==> config.mk <==
export PLATFORM = sky130hd
export DESIGN_NAME = art_timer_core
export DESIGN_NICKNAME = d
export VERILOG_FILES = /design/src/rtl/art_prescaler.v /design/src/rtl/art_timer_core.v
export VERILOG_INCLUDE_DIRS = /design/src /design/src/rtl
export SDC_FILE = /design/constraint.sdc
export NUM_CORES = 1
export LEC_CHECK = 0
export ABC_AREA = 1
export BUFFER_PORTS_ARGS = -buffer_cell sky130_fd_sc_hd__clkbuf_2
export CAP_MARGIN = 10
export CORE_MARGIN = 2
export CORE_UTILIZATION = 45
export CTS_CLUSTER_DIAMETER = 80
export DETAILED_ROUTE_END_ITERATION = 7
export PLACE_DENSITY = 0.7
export SLEW_MARGIN = 0
export SYNTH_ARGS = -nofsm -noshare
export SYNTH_HDL_FRONTEND = slang
export SYNTH_HIERARCHICAL = 1
export SYNTH_SLANG_ARGS = --single-unit
==> constraint.sdc <==
create_clock -name ref_clk_in -period 2.9 [get_ports ref_clk_in]
set_input_delay 0 -clock ref_clk_in [delete_from_list [all_inputs] [get_ports ref_clk_in]]
set_output_delay 0 -clock ref_clk_in [all_outputs]
set_load 0.02 [all_outputs]
==> src/rtl/art_defines.vh <==
// Constants for the auto-reload timer core: register map, fields, encodings
`ifndef ART_DEFINES_VH
`define ART_DEFINES_VH

// Register byte offsets on the APB word map
`define ART_ADDR_CTRL1     8'h00
`define ART_ADDR_CTRL2     8'h04
`define ART_ADDR_PULSE     8'h08
`define ART_ADDR_STATUS    8'h0C
`define ART_ADDR_INTEN     8'h10
`define ART_ADDR_PRESET_HI 8'h14
`define ART_ADDR_PRESET_LO 8'h18
`define ART_ADDR_CMP_HI    8'h1C
`define ART_ADDR_CMP_LO    8'h20
`define ART_ADDR_MASK_HI   8'h24
`define ART_ADDR_MASK_LO   8'h28
`define ART_ADDR_CAPT_HI   8'h2C
`define ART_ADDR_CAPT_LO   8'h30
`define ART_ADDR_COUNT_HI  8'h34
`define ART_ADDR_COUNT_LO  8'h38

// CTRL1 fields
`define ART_C1_PSC_HI      7
`define ART_C1_PSC_LO      6
`define ART_C1_RELOAD      5
`define ART_C1_RUN         4
`define ART_C1_WRAP_FLAG   2
`define ART_C1_WRAP_MODE   1
// CTRL2 fields
`define ART_C2_A_POL       2
`define ART_C2_SEL_HI      1
`define ART_C2_SEL_LO      0
`define ART_C2_B_POL       3
// PULSE fields
`define ART_P_ENABLE       0
`define ART_P_MODE         1
`define ART_P_POL          2
// STATUS / INTEN bit positions
`define ART_S_A_FLAG       0
`define ART_S_A_ERR        1
`define ART_S_B_FLAG       2
`define ART_S_B_ERR        3
`define ART_S_CMP          4
`define ART_S_ZERO         5
`define ART_I_A            0
`define ART_I_B            1
`define ART_I_WRAP         2
`define ART_I_CMP          3
`define ART_I_ZERO         4

// Start source encodings {hi,lo}
`define ART_SRC_SW         2'b00
`define ART_SRC_EVT_A      2'b01
`define ART_SRC_EVT_B      2'b10
// Prescale encodings
`define ART_PSC_OFF        2'b00
`define ART_PSC_DIV1       2'b01
`define ART_PSC_DIV4       2'b10
`define ART_PSC_DIV16      2'b11
`define ART_DIV1_LAST      4'h0
`define ART_DIV4_LAST      4'h3
`define ART_DIV16_LAST     4'hF

// Values
`define ART_CNT_ZERO       16'h0000
`define ART_CNT_FULL       16'hFFFF
`define ART_BYTE_ZERO      8'h00

`endif

==> src/rtl/art_prescaler.v <==
// Prescaler that turns the internal clock into counter ticks
`timescale 1ns/1ps
`default_nettype none
`include "art_defines.vh"

module art_prescaler (
  input  wire       ref_clk_in,   // Internal clock
  input  wire       rst_in,       // Sync reset, active high
  input  wire       ce_in,        // Clock enable
  input  wire       run_in,       // Low holds prescaler cleared
  input  wire [1:0] sel_in,       // Prescale select
  output reg        tick_out      // One-cycle counter tick
);

  reg  [3:0] div_cnt_ff;
  reg  [3:0] last_val;

  // Terminal count per ratio
  always @*
  begin
    case (sel_in)
      `ART_PSC_DIV1:  last_val = `ART_DIV1_LAST;
      `ART_PSC_DIV4:  last_val = `ART_DIV4_LAST;
      `ART_PSC_DIV16: last_val = `ART_DIV16_LAST;
      default:        last_val = `ART_DIV1_LAST;
    endcase
  end

  // Divider; select 00 stops both prescaler and counter
  always @(posedge ref_clk_in)
  begin
    if (rst_in)
    begin
      div_cnt_ff <= 4'h0;
      tick_out   <= 1'b0;
    end
    else if (ce_in)
    begin
      if (!run_in || sel_in == `ART_PSC_OFF)
      begin
        div_cnt_ff <= 4'h0;
        tick_out   <= 1'b0;
      end
      else if (div_cnt_ff >= last_val)
      begin
        div_cnt_ff <= 4'h0;
        tick_out   <= 1'b1;
      end
      else
      begin
        div_cnt_ff <= div_cnt_ff + 4'h1;
        tick_out   <= 1'b0;
      end
    end
  end

endmodule // art_prescaler
`default_nettype wire

==> src/rtl/art_timer_core.v <==
// 16-bit auto-reload timer core with APB register access
`timescale 1ns/1ps
`default_nettype none
`include "art_defines.vh"

module art_timer_core (
  input  wire        ref_clk_in,     // 25 MHz clock
  input  wire        rst_in,         // Sync reset, active high
  input  wire        ce_in,          // Clock enable, low freezes state
  input  wire        psel_in,        // APB select
  input  wire        penable_in,     // APB enable
  input  wire        pwrite_in,      // APB write
  input  wire [7:0]  paddr_in,       // APB byte address
  input  wire [31:0] pwdata_in,      // APB write data
  output reg  [31:0] prdata_out,     // APB read data
  output reg         pready_out,     // APB ready
  output reg         pslverr_out,    // APB error on unmapped address
  input  wire        event_in_a,     // External event a
  input  wire        event_in_b,     // External event b
  output reg         pulse_out_pin,  // Pulse output pin
  output reg         wrap_out_pin,   // Wrap output pin
  output reg         irq_out         // Timer interrupt
);

  // Control and data registers
  reg  [7:0]  ctrl1_ff;
  reg  [7:0]  ctrl2_ff;
  reg  [7:0]  pulse_ff;
  reg  [4:0]  inten_ff;
  reg  [7:0]  stage_ff;
  reg  [15:0] preset_capture_reg;
  reg  [15:0] compare_reg;
  reg  [15:0] mask_ff;
  reg  [15:0] capture_reg;
  reg  [15:0] down_count_value;
  // Flags
  reg         wrap_flag;
  reg         zero_match_flag;
  reg         compare_match_flag;
  reg         evt_a_flag_ff;
  reg         evt_a_err_ff;
  reg         evt_b_flag_ff;
  reg         evt_b_err_ff;
  // Event history
  reg         evt_a_prev_ff;
  reg         evt_b_prev_ff;
  reg         run_prev_ff;

  wire        tick;
  wire        run_reset_ctl   = ctrl1_ff[`ART_C1_RUN];
  wire        reload_en       = ctrl1_ff[`ART_C1_RELOAD];
  wire        wrap_out_mode   = ctrl1_ff[`ART_C1_WRAP_MODE];
  wire [1:0]  prescale_sel    = {ctrl1_ff[`ART_C1_PSC_HI], ctrl1_ff[`ART_C1_PSC_LO]};
  wire [1:0]  start_src       = {ctrl2_ff[`ART_C2_SEL_HI], ctrl2_ff[`ART_C2_SEL_LO]};
  wire        pulse_out_enable   = pulse_ff[`ART_P_ENABLE];
  wire        pulse_out_mode     = pulse_ff[`ART_P_MODE];
  wire        pulse_out_polarity = pulse_ff[`ART_P_POL];

  // Active edge of a synchronous input with selectable polarity
  function edge_hit;
    input cur;
    input prev;
    input pol;
    begin
      edge_hit = pol ? (cur & ~prev) : (~cur & prev);
    end
  endfunction

  // Masked equality shared by both comparators
  function mask_eq;
    input [15:0] a;
    input [15:0] b;
    input [15:0] m;
    begin
      mask_eq = ((a & m) == (b & m));
    end
  endfunction

  art_prescaler u_psc (
    .ref_clk_in (ref_clk_in),
    .rst_in     (rst_in),
    .ce_in      (ce_in),
    .run_in     (run_reset_ctl),
    .sel_in     (prescale_sel),
    .tick_out   (tick)
  );

  // APB decode; write lands on the edge that sees pready high
  wire acc_phase = psel_in & penable_in;
  wire wr_now    = acc_phase & pready_out & pwrite_in;
  wire [7:0] wb  = pwdata_in[7:0];
  wire wr_c1     = wr_now && paddr_in == `ART_ADDR_CTRL1;
  wire wr_stat   = wr_now && paddr_in == `ART_ADDR_STATUS;

  // Event detection, enabled only while running
  wire a_edge = run_reset_ctl &
                edge_hit(event_in_a, evt_a_prev_ff, ctrl2_ff[`ART_C2_A_POL]);
  wire b_edge = run_reset_ctl &
                edge_hit(event_in_b, evt_b_prev_ff, ctrl2_ff[`ART_C2_B_POL]);
  wire sw_start = run_reset_ctl & ~run_prev_ff;

  // Capture is allowed only while the flag and error are both clear
  wire b_cap_ok = ~evt_b_flag_ff & ~evt_b_err_ff;
  wire a_cap_ok = ~evt_a_flag_ff & ~evt_a_err_ff;

  // Counter loads from preset on the selected start source
  reg  load_evt;
  always @*
  begin
    load_evt = 1'b0;
    if (reload_en)
    begin
      case (start_src)
        `ART_SRC_SW:    load_evt = sw_start;
        `ART_SRC_EVT_A: load_evt = a_edge;
        `ART_SRC_EVT_B: load_evt = b_edge;
        default:        load_evt = 1'b0;
      endcase
    end
  end

  // Capture strobes; reload mode never targets the preset register
  wire cap_b   = b_edge & b_cap_ok;
  wire cap_a   = a_edge & a_cap_ok & ~reload_en;
  wire at_zero = (down_count_value == `ART_CNT_ZERO);
  wire wrap_ev = run_reset_ctl & tick & at_zero & ~load_evt;

  // Next count value
  reg [15:0] nxt_count;
  always @*
  begin
    if (!run_reset_ctl)
      nxt_count = `ART_CNT_ZERO;
    else if (load_evt)
      nxt_count = preset_capture_reg;
    else if (tick && at_zero)
      nxt_count = reload_en ? preset_capture_reg
                            : `ART_CNT_FULL;
    else if (tick)
      nxt_count = down_count_value - 16'h0001;
    else
      nxt_count = down_count_value;
  end

  // Matches are judged on each new count value a tick or load gives; the clear when run drops is not judged
  wire cnt_upd  = run_reset_ctl & (tick | load_evt);
  wire zero_hit = cnt_upd & mask_eq(nxt_count, `ART_CNT_ZERO, mask_ff);
  wire cmp_hit  = cnt_upd & mask_eq(nxt_count, compare_reg, mask_ff);

  // Flag clears: wrap flag by writing zero, others write-one-to-clear
  wire clr_wrap = wr_c1 & ~wb[`ART_C1_WRAP_FLAG];
  wire clr_af   = wr_stat & wb[`ART_S_A_FLAG];
  wire clr_ae   = wr_stat & wb[`ART_S_A_ERR];
  wire clr_bf   = wr_stat & wb[`ART_S_B_FLAG];
  wire clr_be   = wr_stat & wb[`ART_S_B_ERR];
  wire clr_cmp  = wr_stat & wb[`ART_S_CMP];
  wire clr_zero = wr_stat & wb[`ART_S_ZERO];

  // Next flag values; a set in the clearing cycle wins
  wire nxt_wrap = (wrap_flag & ~clr_wrap) | wrap_ev;
  wire nxt_zero = (zero_match_flag & ~clr_zero) | zero_hit;
  wire nxt_cmpf = (compare_match_flag & ~clr_cmp) | cmp_hit;
  wire nxt_af   = (evt_a_flag_ff & ~clr_af) | (a_edge & ~evt_a_err_ff);
  wire nxt_ae   = (evt_a_err_ff & ~clr_ae) | (a_edge & evt_a_flag_ff);
  wire nxt_bf   = (evt_b_flag_ff & ~clr_bf) | (b_edge & ~evt_b_err_ff);
  wire nxt_be   = (evt_b_err_ff & ~clr_be) | (b_edge & evt_b_flag_ff);

  // Flags, counter and event history
  always @(posedge ref_clk_in)
  begin
    if (rst_in)
    begin
      down_count_value   <= `ART_CNT_ZERO;
      wrap_flag          <= 1'b0;
      zero_match_flag    <= 1'b0;
      compare_match_flag <= 1'b0;
      evt_a_flag_ff      <= 1'b0;
      evt_a_err_ff       <= 1'b0;
      evt_b_flag_ff      <= 1'b0;
      evt_b_err_ff       <= 1'b0;
      evt_a_prev_ff      <= 1'b0;
      evt_b_prev_ff      <= 1'b0;
      run_prev_ff        <= 1'b0;
    end
    else if (ce_in)
    begin
      down_count_value   <= nxt_count;
      wrap_flag          <= nxt_wrap;
      zero_match_flag    <= nxt_zero;
      compare_match_flag <= nxt_cmpf;
      evt_a_flag_ff      <= nxt_af;
      evt_a_err_ff       <= nxt_ae;
      evt_b_flag_ff      <= nxt_bf;
      evt_b_err_ff       <= nxt_be;
      evt_a_prev_ff      <= event_in_a;
      evt_b_prev_ff      <= event_in_b;
      run_prev_ff        <= run_reset_ctl;
    end
  end

  // Control registers; writes to flag bits are handled above
  always @(posedge ref_clk_in)
  begin
    if (rst_in)
    begin
      ctrl1_ff <= `ART_BYTE_ZERO;
      ctrl2_ff <= `ART_BYTE_ZERO;
      pulse_ff <= `ART_BYTE_ZERO;
      inten_ff <= 5'h00;
    end
    else if (ce_in && wr_now)
    begin
      case (paddr_in)
        `ART_ADDR_CTRL1: ctrl1_ff <= wb & 8'hFA;
        `ART_ADDR_CTRL2: ctrl2_ff <= wb & 8'h0F;
        `ART_ADDR_PULSE: pulse_ff <= wb & 8'h07;
        `ART_ADDR_INTEN: inten_ff <= wb[4:0];
        default:         ctrl1_ff <= ctrl1_ff;
      endcase
    end
  end

  // 16-bit registers: high byte staged, both bytes land on low write
  always @(posedge ref_clk_in)
  begin
    if (rst_in)
    begin
      stage_ff           <= `ART_BYTE_ZERO;
      preset_capture_reg <= `ART_CNT_ZERO;
      compare_reg        <= `ART_CNT_ZERO;
      mask_ff            <= `ART_CNT_ZERO;
    end
    else if (ce_in)
    begin
      if (wr_now && (paddr_in == `ART_ADDR_PRESET_HI || paddr_in == `ART_ADDR_CMP_HI ||
                     paddr_in == `ART_ADDR_MASK_HI))
        stage_ff <= wb;
      if (cap_a)
        preset_capture_reg <= down_count_value;
      else if (wr_now && paddr_in == `ART_ADDR_PRESET_LO)
        preset_capture_reg <= {stage_ff, wb};
      if (wr_now && paddr_in == `ART_ADDR_CMP_LO)
        compare_reg <= {stage_ff, wb};
      if (wr_now && paddr_in == `ART_ADDR_MASK_LO)
        mask_ff <= {stage_ff, wb};
    end
  end

  // Capture register; reads the count before any same-cycle reload
  always @(posedge ref_clk_in)
  begin
    if (rst_in)
      capture_reg <= `ART_CNT_ZERO;
    else if (ce_in && cap_b)
      capture_reg <= down_count_value;
  end

  // Output pins and interrupt, all registered
  always @(posedge ref_clk_in)
  begin
    if (rst_in)
    begin
      pulse_out_pin <= 1'b0;
      wrap_out_pin  <= 1'b0;
      irq_out       <= 1'b0;
    end
    else if (ce_in)
    begin
      if (!pulse_out_enable)
        pulse_out_pin <= pulse_out_polarity;
      else if (pulse_out_mode)
      begin
        if (cmp_hit)
          pulse_out_pin <= ~pulse_out_pin;
      end
      else if (zero_hit)
        pulse_out_pin <= pulse_out_polarity;
      else if (cmp_hit)
        pulse_out_pin <= ~pulse_out_polarity;
      // Set mode follows the flag so a software clear also drops the pin
      if (wrap_out_mode)
      begin
        if (wrap_ev)
          wrap_out_pin <= ~wrap_out_pin;
      end
      else
        wrap_out_pin <= nxt_wrap;
      irq_out <= (nxt_af & inten_ff[`ART_I_A]) |
                 (nxt_bf & inten_ff[`ART_I_B]) |
                 (nxt_wrap & inten_ff[`ART_I_WRAP]) |
                 (nxt_cmpf & inten_ff[`ART_I_CMP]) |
                 (nxt_zero & inten_ff[`ART_I_ZERO]);
    end
  end

  // Read mux; unmapped addresses flag an error
  reg  [7:0] rd_byte;
  reg        rd_bad;
  always @*
  begin
    rd_bad = 1'b0;
    case (paddr_in)
      `ART_ADDR_CTRL1:     rd_byte = ctrl1_ff | {5'h00, wrap_flag, 2'h0};
      `ART_ADDR_CTRL2:     rd_byte = ctrl2_ff;
      `ART_ADDR_PULSE:     rd_byte = pulse_ff;
      `ART_ADDR_STATUS:    rd_byte = {2'h0, zero_match_flag, compare_match_flag,
                                      evt_b_err_ff, evt_b_flag_ff,
                                      evt_a_err_ff, evt_a_flag_ff};
      `ART_ADDR_INTEN:     rd_byte = {3'h0, inten_ff};
      `ART_ADDR_PRESET_HI: rd_byte = preset_capture_reg[15:8];
      `ART_ADDR_PRESET_LO: rd_byte = preset_capture_reg[7:0];
      `ART_ADDR_CMP_HI:    rd_byte = compare_reg[15:8];
      `ART_ADDR_CMP_LO:    rd_byte = compare_reg[7:0];
      `ART_ADDR_MASK_HI:   rd_byte = mask_ff[15:8];
      `ART_ADDR_MASK_LO:   rd_byte = mask_ff[7:0];
      `ART_ADDR_CAPT_HI:   rd_byte = capture_reg[15:8];
      `ART_ADDR_CAPT_LO:   rd_byte = capture_reg[7:0];
      `ART_ADDR_COUNT_HI:  rd_byte = down_count_value[15:8];
      `ART_ADDR_COUNT_LO:  rd_byte = down_count_value[7:0];
      default:
      begin
        rd_byte = `ART_BYTE_ZERO;
        rd_bad  = 1'b1;
      end
    endcase
  end

  // One wait state: answer registered from the first access cycle
  always @(posedge ref_clk_in)
  begin
    if (rst_in)
    begin
      pready_out  <= 1'b0;
      prdata_out  <= 32'h00000000;
      pslverr_out <= 1'b0;
    end
    else if (ce_in)
    begin
      pready_out  <= acc_phase & ~pready_out;
      pslverr_out <= acc_phase & ~pready_out & rd_bad;
      if (acc_phase && !pready_out)
        prdata_out <= pwrite_in ? 32'h00000000 : {24'h000000, rd_byte};
    end
  end

endmodule // art_timer_core
`default_nettype wire

## Yosys cells after proc, flatten, opt, wreduce, memory -nomap -nowiden

Cells that the tools add are included.
Widths: inputs -> output; s select.

- Flip-flop bits (word level): 158
- Memories: 0
- Input bits: 48
- Word-level logic and storage cells: 196
- Bits in latches: 0
- Memory bits (read-only): 0
- Memory bits (writable): 0

- Mux-type cells: 26
- $lt $le $gt $ge: 1
- $mul: 0
- Reduce and logical (&&, ||, !) cells: 33
- Shift-type cells: 0
- Div/mod/pow operators: 0
- $add $sub $neg: 2
- Bitwise operators: 84
- Eq/ne operators: 22

Operator list:

| operator | count |
|---|---|
| $pmux 8 s15 | 1 |
| $mux 16 | 7 |
| $eq 8x6->1 const B | 7 |
| $and 1x1->1 | 46 |
| $and 16x16->16 | 2 |
| $eq 8x5->1 const B | 4 |
| $logic_not 16->1 | 2 |
| $not 1->1 | 23 |
| $reduce_and 2->1 | 10 |
| $eq 16x16->1 | 1 |
| $eq 8x4->1 const B | 2 |
| $sub 16x1->16 const B | 1 |
| $reduce_or 15->1 | 1 |
| $mux 1 | 13 |
| $or 1x1->1 | 12 |
| $logic_and 1x1->1 | 10 |
| $eq 8x3->1 const B | 1 |
| $logic_not 8->1 | 1 |
| $mux 4 | 2 |
| $mux 8 | 1 |
| $or 8x3->8 | 1 |
| $pmux 4 s2 | 1 |
| $eq 2x2->1 const B | 3 |
| $add 4x1->4 const B | 1 |
| other kinds (11) | 15 |

## Longest topological paths before layout

Gate-level depths: netlist (run 1).

- Depth after elaboration: 15
- Mapped depth: 23

## Modules after synthesis

Netlist (run 1), hierarchy kept.

By module, submodules not included:

| module | cells an instance | area each (um2) | instances |
|---|---|---|---|
| art_timer_core | 1125 | 7511.0 | 1 |
| art_prescaler | 59 | 397.9 | 1 |

## Worst setup path after synthesis (run 1)

OpenSTA, ideal clock, no wires.

- Path kind: flip-flop to flip-flop
- Start: reg down_count_value[0]
- End: reg pulse_out_pin
- Slack: 0.701 ns
- Library setup time: 0.113 ns
- Stages on the path, launching flop included: 23
- Period minus slack after synthesis: 2.199 ns
- Arrival time: 2.086 ns
- Cells stage by stage: dfxtp_1 -> inv_1 -> ha_1 -> nand2_1 -> clkinv_1 -> nand2_1 -> nor2_4 -> nand2_4 -> inv_2 -> nand2_2 -> nand2_4 -> nand2_1 -> nand2_1 -> nand2_1 -> nand2_1 -> nor2_1 -> nand2_1 -> nor3_1 -> nand2_1 -> nand2_1 -> nand2_1 -> nor2_1 -> nor2_1

- Cells in the longest elaborated chain, start to end: 11

RTL lines:

| what | line | text |
|---|---|---|
| start, declared | art_timer_core.v:35 | `reg [15:0] down_count_value;` |
| start signal, assigned | art_timer_core.v:173 | `` down_count_value <= `ART_CNT_ZERO; `` |
| start signal, assigned | art_timer_core.v:187 | `down_count_value <= nxt_count;` |
| $sub 16x1->16 or $logic_not 16->1 (tied branches) | - |  |
| $mux 16 or $logic_and 1x1->1 (tied branches) | art_timer_core.v:139, art_timer_core.v:136 |  |
| $mux 16 * | art_timer_core.v:136 | `else if (tick && at_zero)` |
| $mux 16 * | art_timer_core.v:134 | `else if (load_evt)` |
| $mux 16 * | art_timer_core.v:132 | `if (!run_reset_ctl)` |
| $and 16x16->16 * | art_timer_core.v:75 | `mask_eq = ((a & m) == (b & m));` |
| parallel branches: the longest is 5 deep, another holds $eq 16x16->1 | - |  |
| end signal, assigned | art_timer_core.v:270 | `pulse_out_pin <= pulse_out_polarity;` |
| end signal, assigned | art_timer_core.v:274 | `pulse_out_pin <= ~pulse_out_pin;` |
| end signal, assigned | art_timer_core.v:277 | `pulse_out_pin <= pulse_out_polarity;` |
| end, declared | art_timer_core.v:20 | `output reg pulse_out_pin,` |

Every way passes the cells marked *.
A chain may end at the register's enable or synchronous reset.

## Worst setup path in the final report (run 1)

- Start: reg ctrl1_ff[4]
- End: reg pulse_out_pin

- Cells in the longest elaborated chain, start to end: 11

RTL lines:

| what | line | text |
|---|---|---|
| start, declared | art_timer_core.v:26 | `reg [7:0] ctrl1_ff;` |
| start signal, assigned | art_timer_core.v:206 | `` ctrl1_ff <= `ART_BYTE_ZERO; `` |
| start signal, assigned | art_timer_core.v:214 | `` `ART_ADDR_CTRL1: ctrl1_ff <= wb & 8'hFA; `` |
| start signal, assigned | art_timer_core.v:218 | `default: ctrl1_ff <= ctrl1_ff;` |
| parallel branches: the longest is 11 deep, another holds $mux 16 | - |  |

Parallel ways; which one is timed is not known.

==> flow_summary.yaml, run 1 <==
run_status:
  status: "complete, no violations"
timing:
  setup_slack_ns: 0.181
  min_period_ns: 2.72
  fmax_mhz: 368
  tns_ns: 0
  finalSetupViolations: 0
  hold_violations: 0
  whs_ns: 0.0853
  finalClockSkew_ns: 0.0116
  tightestPinTransition_ns: 0.591
  slew_headroom_pct: 60.2
  fin_crit_sh_pct: 93.8
  slew_viol_final: 0
worst_setup_path:
  cp_top_family: "simple AND/OR/NAND/NOR gates"
  path_max_fanout: 22
  cp_common_cell: "nand2_1"
  cp.arrival_ns: 3.05
  start_kind: "flop"
  critical_path_class: "reg2reg"
  cp-end-kind: "flop"
  r2r_slack_ns: 0.18
  cpMaxStageDelayCell: "dfxtp_1"
  critPathMaxStageDelay_ns: 0.41
  crit_chain: "buf_4 -> nand3_1 -> a21oi_4 -> nand2_2 -> nand2_1 -> nand4_1 -> nand2_1 -> nor2_1 -> nor2_1 -> nand2_1 -> nor2_1 -> nand2_1 -> nand2_1 -> nand2_1 -> nor2_1 -> nor2_1"
  critPathBufInv: 1
  crit_required_ns: 3.23
drt:
  via_count: 8435
  post_drt_via_cell_ratio: 5.71
  ant_nets: 0
  wl_per_cell_um: 19.0
  wl_um: 28000
  dr.first_iter.drc_count: 1137
  drc: 0
  dr.pass1.iters: 7
logic_synthesis:
  yosys_warnings: 6
  syn_area_per_cell_um2: 6.68
  syn_area_um2: 7910
  synth_edf_count: 0
  syn-instance-count: 1184
  ys.flop_type: "dfxtp_1"
  ys_types: 48
  seq_area_frac_synth_pct: 33.9
  synth-seq-cells: 134
  synthArstFlopShare_pct: 0
floorplanning:
  dieArea_um2: 18700
  fp.dieW_um: 137
  row_count: 48
  io_pins: 85
  dieHeight_um: 137
  core-area_um2: 17200
  start_util_pct: 45.9
clock_network:
  cts_buffers: 17
  clk_latency_ns: 0.43
  cts-root-buf: "clkbuf_16"
  cts_tree: "yes"
  cts_setup_buffers: 0
  clock_path_buffers: 2
  clock-sinks: 134
  clk_pin_slew_ns: 0.06
  htreeDepth: 4
global_route:
  grt_pass1_wl_um: 43100
  grt_overflow: 0
  grt_use_total_pct: 30.9
  top_usage_layer: "met2"
  antenna_found_initial: 0
  grt_use_met2_pct: 46.3
  met3_usage_pct: 6.93
  grt_start_max_net_pins: 56
  gr-usage-met1_pct: 42.9
  first_global_vias: 7482
placed_design:
  place_ws_ns: 0.162
  dp_hpwl_um: 21300
  place_congestion: 1.05
  port_buffers: 36
power:
  p_comb_share_pct: 7.5
  power.share.clock_pct: 50.5
  p_leak_uw: 0.00377
  sw_frac_of_total_pct: 25.6
  internal_power_uw: 3340
  power.share.sequential_pct: 41.9
  p_switching_uw: 1150
  power_density_nw_per_um2: 494
  vdd_drop_max_v: 0.000448
min_path:
  min_path_type: "in2reg"
final_layout:
  drive_gt1_share_pct: 13.2
  area_growth_pct: 15.1
  final_common_cell: "nand2_1"
  antenna_cells: 0
  fin_util_pct: 52.8
  nNetsFinal: 1294
  most-common-layout-cells: "227 x nand2_1, 153 x inv_1, 131 x dfxtp_1, 128 x o21ai_0, 119 x a21oi_1"
run:
  cap_violations: 0
cells in the mapped netlist, types with 5 or more instances:
library cell,n,area (um2)
nand3_2,5,50.1
nand3_1,74,370
dfxtp_1,134,2680
a21oi_2,5,43.8
buf_2,6,30.0
nor2_2,5,31.3
a21oi_1,119,596
a31oi_1,17,106
nor2_4,9,101
o22ai_1,22,138
nand4_1,41,257
nand2_1,227,852
inv_1,154,578
nor3_1,7,35.0
o21ai_0,128,641
ha_1,6,75.1
a221oi_1,13,114
inv_2,7,26.3
buf_4,25,188
nor2_1,80,300
clkbuf_1,31,116
nand2_2,11,68.8
o21ai_1,8,40.0
repair_timing:
item                                    CTS  global route
hold buffers                             13             0
endpoints found under the hold margin    31             0
resized for setup                         0             4
endpoints found under the setup margin    0             2
path summary, 6_finish.rpt:
path | from | to | cells past startpoint
worst max-delay path | ctrl1_ff[4] | pulse_out_pin | 16
worst min-delay path | ce_in | evt_a_prev_ff | 4
worst max register to register | ctrl1_ff[4] | pulse_out_pin | 16
worst min register to register | evt_a_prev_ff | evt_a_prev_ff | 2
cells by family (layout without fill, tap and decap cells):
family,after synthesis,after routing,synth area share [%]
simple gates,480,480,29.3
compound gates,327,327,22.9
buf+inv,233,279,12.6
flops,134,134,33.9
fa+ha+maj,6,6,0.949
xor+xnor,3,3,0.332
other cells,1,24,0.0474
area by class of cell:
class | instances | area, um2
Multi-Input combinational cell | 840 | 4330
Fill cell | 1710 | 8140
Tap cell | 225 | 282
Sequential cell | 134 | 2690
Inverter | 166 | 626
Clock buffer | 19 | 443
Timing Repair Buffer | 81 | 563
Clock inverter | 13 | 174
worst min-delay path, cell delays in order:
cell and delay [ns]:
clkbuf_2 0.09, clkinv_1 0.04, buf_4 0.24, a21oi_1 0.10
routing by layer:
metal / up-vias / routed length (um)
li1: 4057 / -
met1: 3890 / 12200
met2: 427 / 12100
met3: 61 / 2680
met4: 0 / 974
met5: - / 0
per-stage QoR:
stage / cell area, um2 / cells / power, uW
after floorplan: 8000 / 1207 / 2160
after global placement: 8340 / 1433 / 2240
after detailed placement: 8340 / 1433 / 2240
after CTS: 9090 / 1478 / 4510
after global routing: 9100 / 1478 / 4640
final: 9100 / 1478 / 4490
power by group through the flow:
stage / Sequential (uW) / Combinational, uW / Clock [uW]
2_1_floorplan: 1920 / 232 / 0
6_report: 1890 / 339 / 2270
4_1_cts: 1880 / 333 / 2290
5_1_grt: 1890 / 371 / 2380
3_3_place_gp: 1920 / 318 / 0
3_5_place_dp: 1920 / 319 / 0
No activity file was read; power rests on OpenSTA's default activity.
==> inputs of run 2 (changes only) <==
--- a/config.mk
+++ b/config.mk
@@ -11,6 +11,7 @@
 export CAP_MARGIN = 10
 export CORE_MARGIN = 2
 export CORE_UTILIZATION = 45
+export CTS_BUF_LIST = sky130_fd_sc_hd__clkbuf_2
 export CTS_CLUSTER_DIAMETER = 80
 export DETAILED_ROUTE_END_ITERATION = 7
 export PLACE_DENSITY = 0.7
==> run 2 against run 1 <==
Compared with the run above: sequential cell count did not move; register-to-register slack improved by 0.02 ns; final area fell by 2.1%; clock skew rose by 0.022 ns; power fell by 22%; worst setup slack improved by 0.016 ns; first-iteration DRC count rose by 5.6%; combinational power rose by 4%; sequential share of layout area rose by 0.65 points; clock power fell by 44%; maximum frequency rose by 0.58%; via count rose by 2.0%; critical endpoint unchanged; highest routed layer unchanged.
==> flow_summary.yaml, run 2 (synthesis results as in run 1) <==
worst_setup_path:
  ff2ff_path_depth: 21
  cpMaxStageDelayCell: "dfxtp_2"
  cp-end-kind: "flop"
  r2r_slack_ns: 0.20
  cp.arrival_ns: 3.39
  crit_chain: "inv_1 -> ha_1 -> nand2_1 -> nor2_2 -> buf_4 -> nand2_1 -> xor2_1 -> inv_1 -> a21oi_2 -> nand2_1 -> nand3_1 -> o21ai_1 -> nor2_1 -> nand2_1 -> nor2_1 -> nand2_1 -> nand2_1 -> nand2_1 -> nand2_1 -> nand2_1 -> nor2_1"
  timing.rr.start: "down_count_value[1]"
  crit_required_ns: 3.59
  start_kind: "flop"
  critPathMaxStageDelay_ns: 0.40
  r2r_end: "pulse_out_pin"
  critical_path_class: "reg2reg"
  path_max_fanout: 5
  cp_common_cell: "nand2_1"
timing:
  fin_crit_sh_pct: 93.2
  tightestPinTransition_ns: 0.632
  min_period_ns: 2.70
  fmax_mhz: 370
  slew_viol_final: 0
  hold_violations: 0
  setup_slack_ns: 0.196
  finalClockSkew_ns: 0.0335
  slew_headroom_pct: 57.9
  tns_ns: 0
  finalSetupViolations: 0
  rsz0062_at_grt: "no"
power:
  power_density_nw_per_um2: 394
  p_switching_uw: 1050
  sw_frac_of_total_pct: 29.9
  power.share.clock_pct: 36.2
  internal_power_uw: 2460
  p_comb_share_pct: 10.0
  power.share.sequential_pct: 53.7
  vdd_drop_max_v: 0.000239
  p_leak_uw: 0.00370
  p_total_uw: 3520
final_layout:
  nNetsFinal: 1307
  final_common_cell: "nand2_1"
  fillerInstances: 1765
  most-common-layout-cells: "227 x nand2_1, 152 x inv_1, 131 x dfxtp_1, 128 x o21ai_0, 119 x a21oi_1"
  final_cell_count_no_fill: 1492
  drive_gt1_share_pct: 13.5
  area_growth_pct: 12.7
drt:
  post_drt_via_cell_ratio: 5.77
  wl_per_cell_um: 19.0
  ant_nets: 0
  wl_um: 28400
  via_count: 8606
  drc: 0
  dr.pass1.iters: 7
  dr.first_iter.drc_count: 1201
min_path:
  min_from: "paddr_in[2]"
  min_path_type: "in2reg"
  whs_path_depth: 9
  min_to: "wrap_flag"
placed_design:
  place_congestion: 1.05
  dp.cells: 1433
  place_ws_ns: 0.162
  dp_hpwl_um: 21300
  port_buffers: 36
floorplanning:
  core-area_um2: 17200
  dieHeight_um: 137
  io_pins: 85
  start_util_pct: 45.9
  row_count: 48
  dieArea_um2: 18700
  fp.dieW_um: 137
run:
  cap_violations: 0
clock_network:
  clk_latency_ns: 0.74
  cts-root-buf: "clkbuf_2"
  clock-sinks: 134
  cts_tree: "yes"
  htreeDepth: 4
  clock_path_buffers: 2
  clk_pin_slew_ns: 0.23
  cts_buffers: 17
global_route:
  grt_pass1_wl_um: 43200
  grt_overflow: 0
  antenna_found_initial: 1
  grt_start_max_net_pins: 56
  first_global_vias: 7555
  grt_use_total_pct: 30.8
run_status:
  status: "complete, no violations"
[run 2: cell count changes in the layout (fill, tap and decap cells not counted), sizes merged]
cell         change
diode            +1
dlygate4sd3     +12
clkinv           +1
buf              +1
clkbuf           -1
[run 2: power by group through the flow]
stage / sequential [uW] / clock (uW) / combinational [uW]
2_1_floorplan: 1920 / 0 / 232
6_report: 1890 / 1270 / 353
3_5_place_dp: 1920 / 0 / 319
4_1_cts: 1890 / 1290 / 344
3_3_place_gp: 1920 / 0 / 318
5_1_grt: 1890 / 1370 / 386
[run 2: layer usage]
metal | track usage, % | vias up | wire length (um)
met3 | 7.74 | 75 | 3090
met2 | 47.0 | 494 | 12400
met5 | 0 | - | 0
met1 | 42.6 | 3957 | 12000
met4 | 10.0 | 0 | 934
li1 | - | 4080 | -
[run 2: how the worst max path moves through the flow]
stage,startpoint,end,cells after the start
2_1_floorplan,down_count_value[0],pulse_out_pin,22
5_1_grt,u_psc/tick_out,pulse_out_pin,20
3_5_place_dp,down_count_value[0],pulse_out_pin,19
4_1_cts,paddr_in[5],prdata_out[2],15
3_3_place_gp,down_count_value[0],pulse_out_pin,19
6_report,down_count_value[1],pulse_out_pin,21
[run 2: what timing repair did]
| item | CTS | global route |
|---|---|---|
| hold endpoints to repair | 96 | 0 |
| hold buffers | 26 | 0 |
| setup endpoints to repair | 0 | 6 |
| gates resized for setup | 0 | 12 |
| buffers inserted | 0 | 1 |
[run 2: cell type report]
type                    count  area [um2]  area share [%]
diodes                      1        2.50          0.0281
repair buffers             94         691            7.75
clock inverters            14         178            1.99
clock buffers              18        90.1            1.01
flip-flops and latches    134        2690            30.2
multi-input cells         840        4360            48.9
inverters                 166         626            7.02
well taps                 225         282            3.16
[run 2: critical path: cells and delay by family (launching register included)]
family	cells	cell delay, ns
buffers and inverters	3	0.37
adder cells (fa/ha/maj)	1	0.19
flip-flops	1	0.40
AO/OA/AOI/OAI	2	0.26
XOR/XNOR	1	0.14
AND/OR/NAND/NOR	14	1.31
[run 2: metrics by stage]
step           cell area (um2)  hold WS, ns  utilization [%]
2_1_floorplan             8000       0.0691                -
3_3_place_gp              8340        0.261             48.4
3_5_place_dp              8340        0.269             48.4
4_1_cts                   8870       0.0168             51.5
5_1_grt                   8910       0.0882             51.7
6_report                  8910       0.0788             51.7
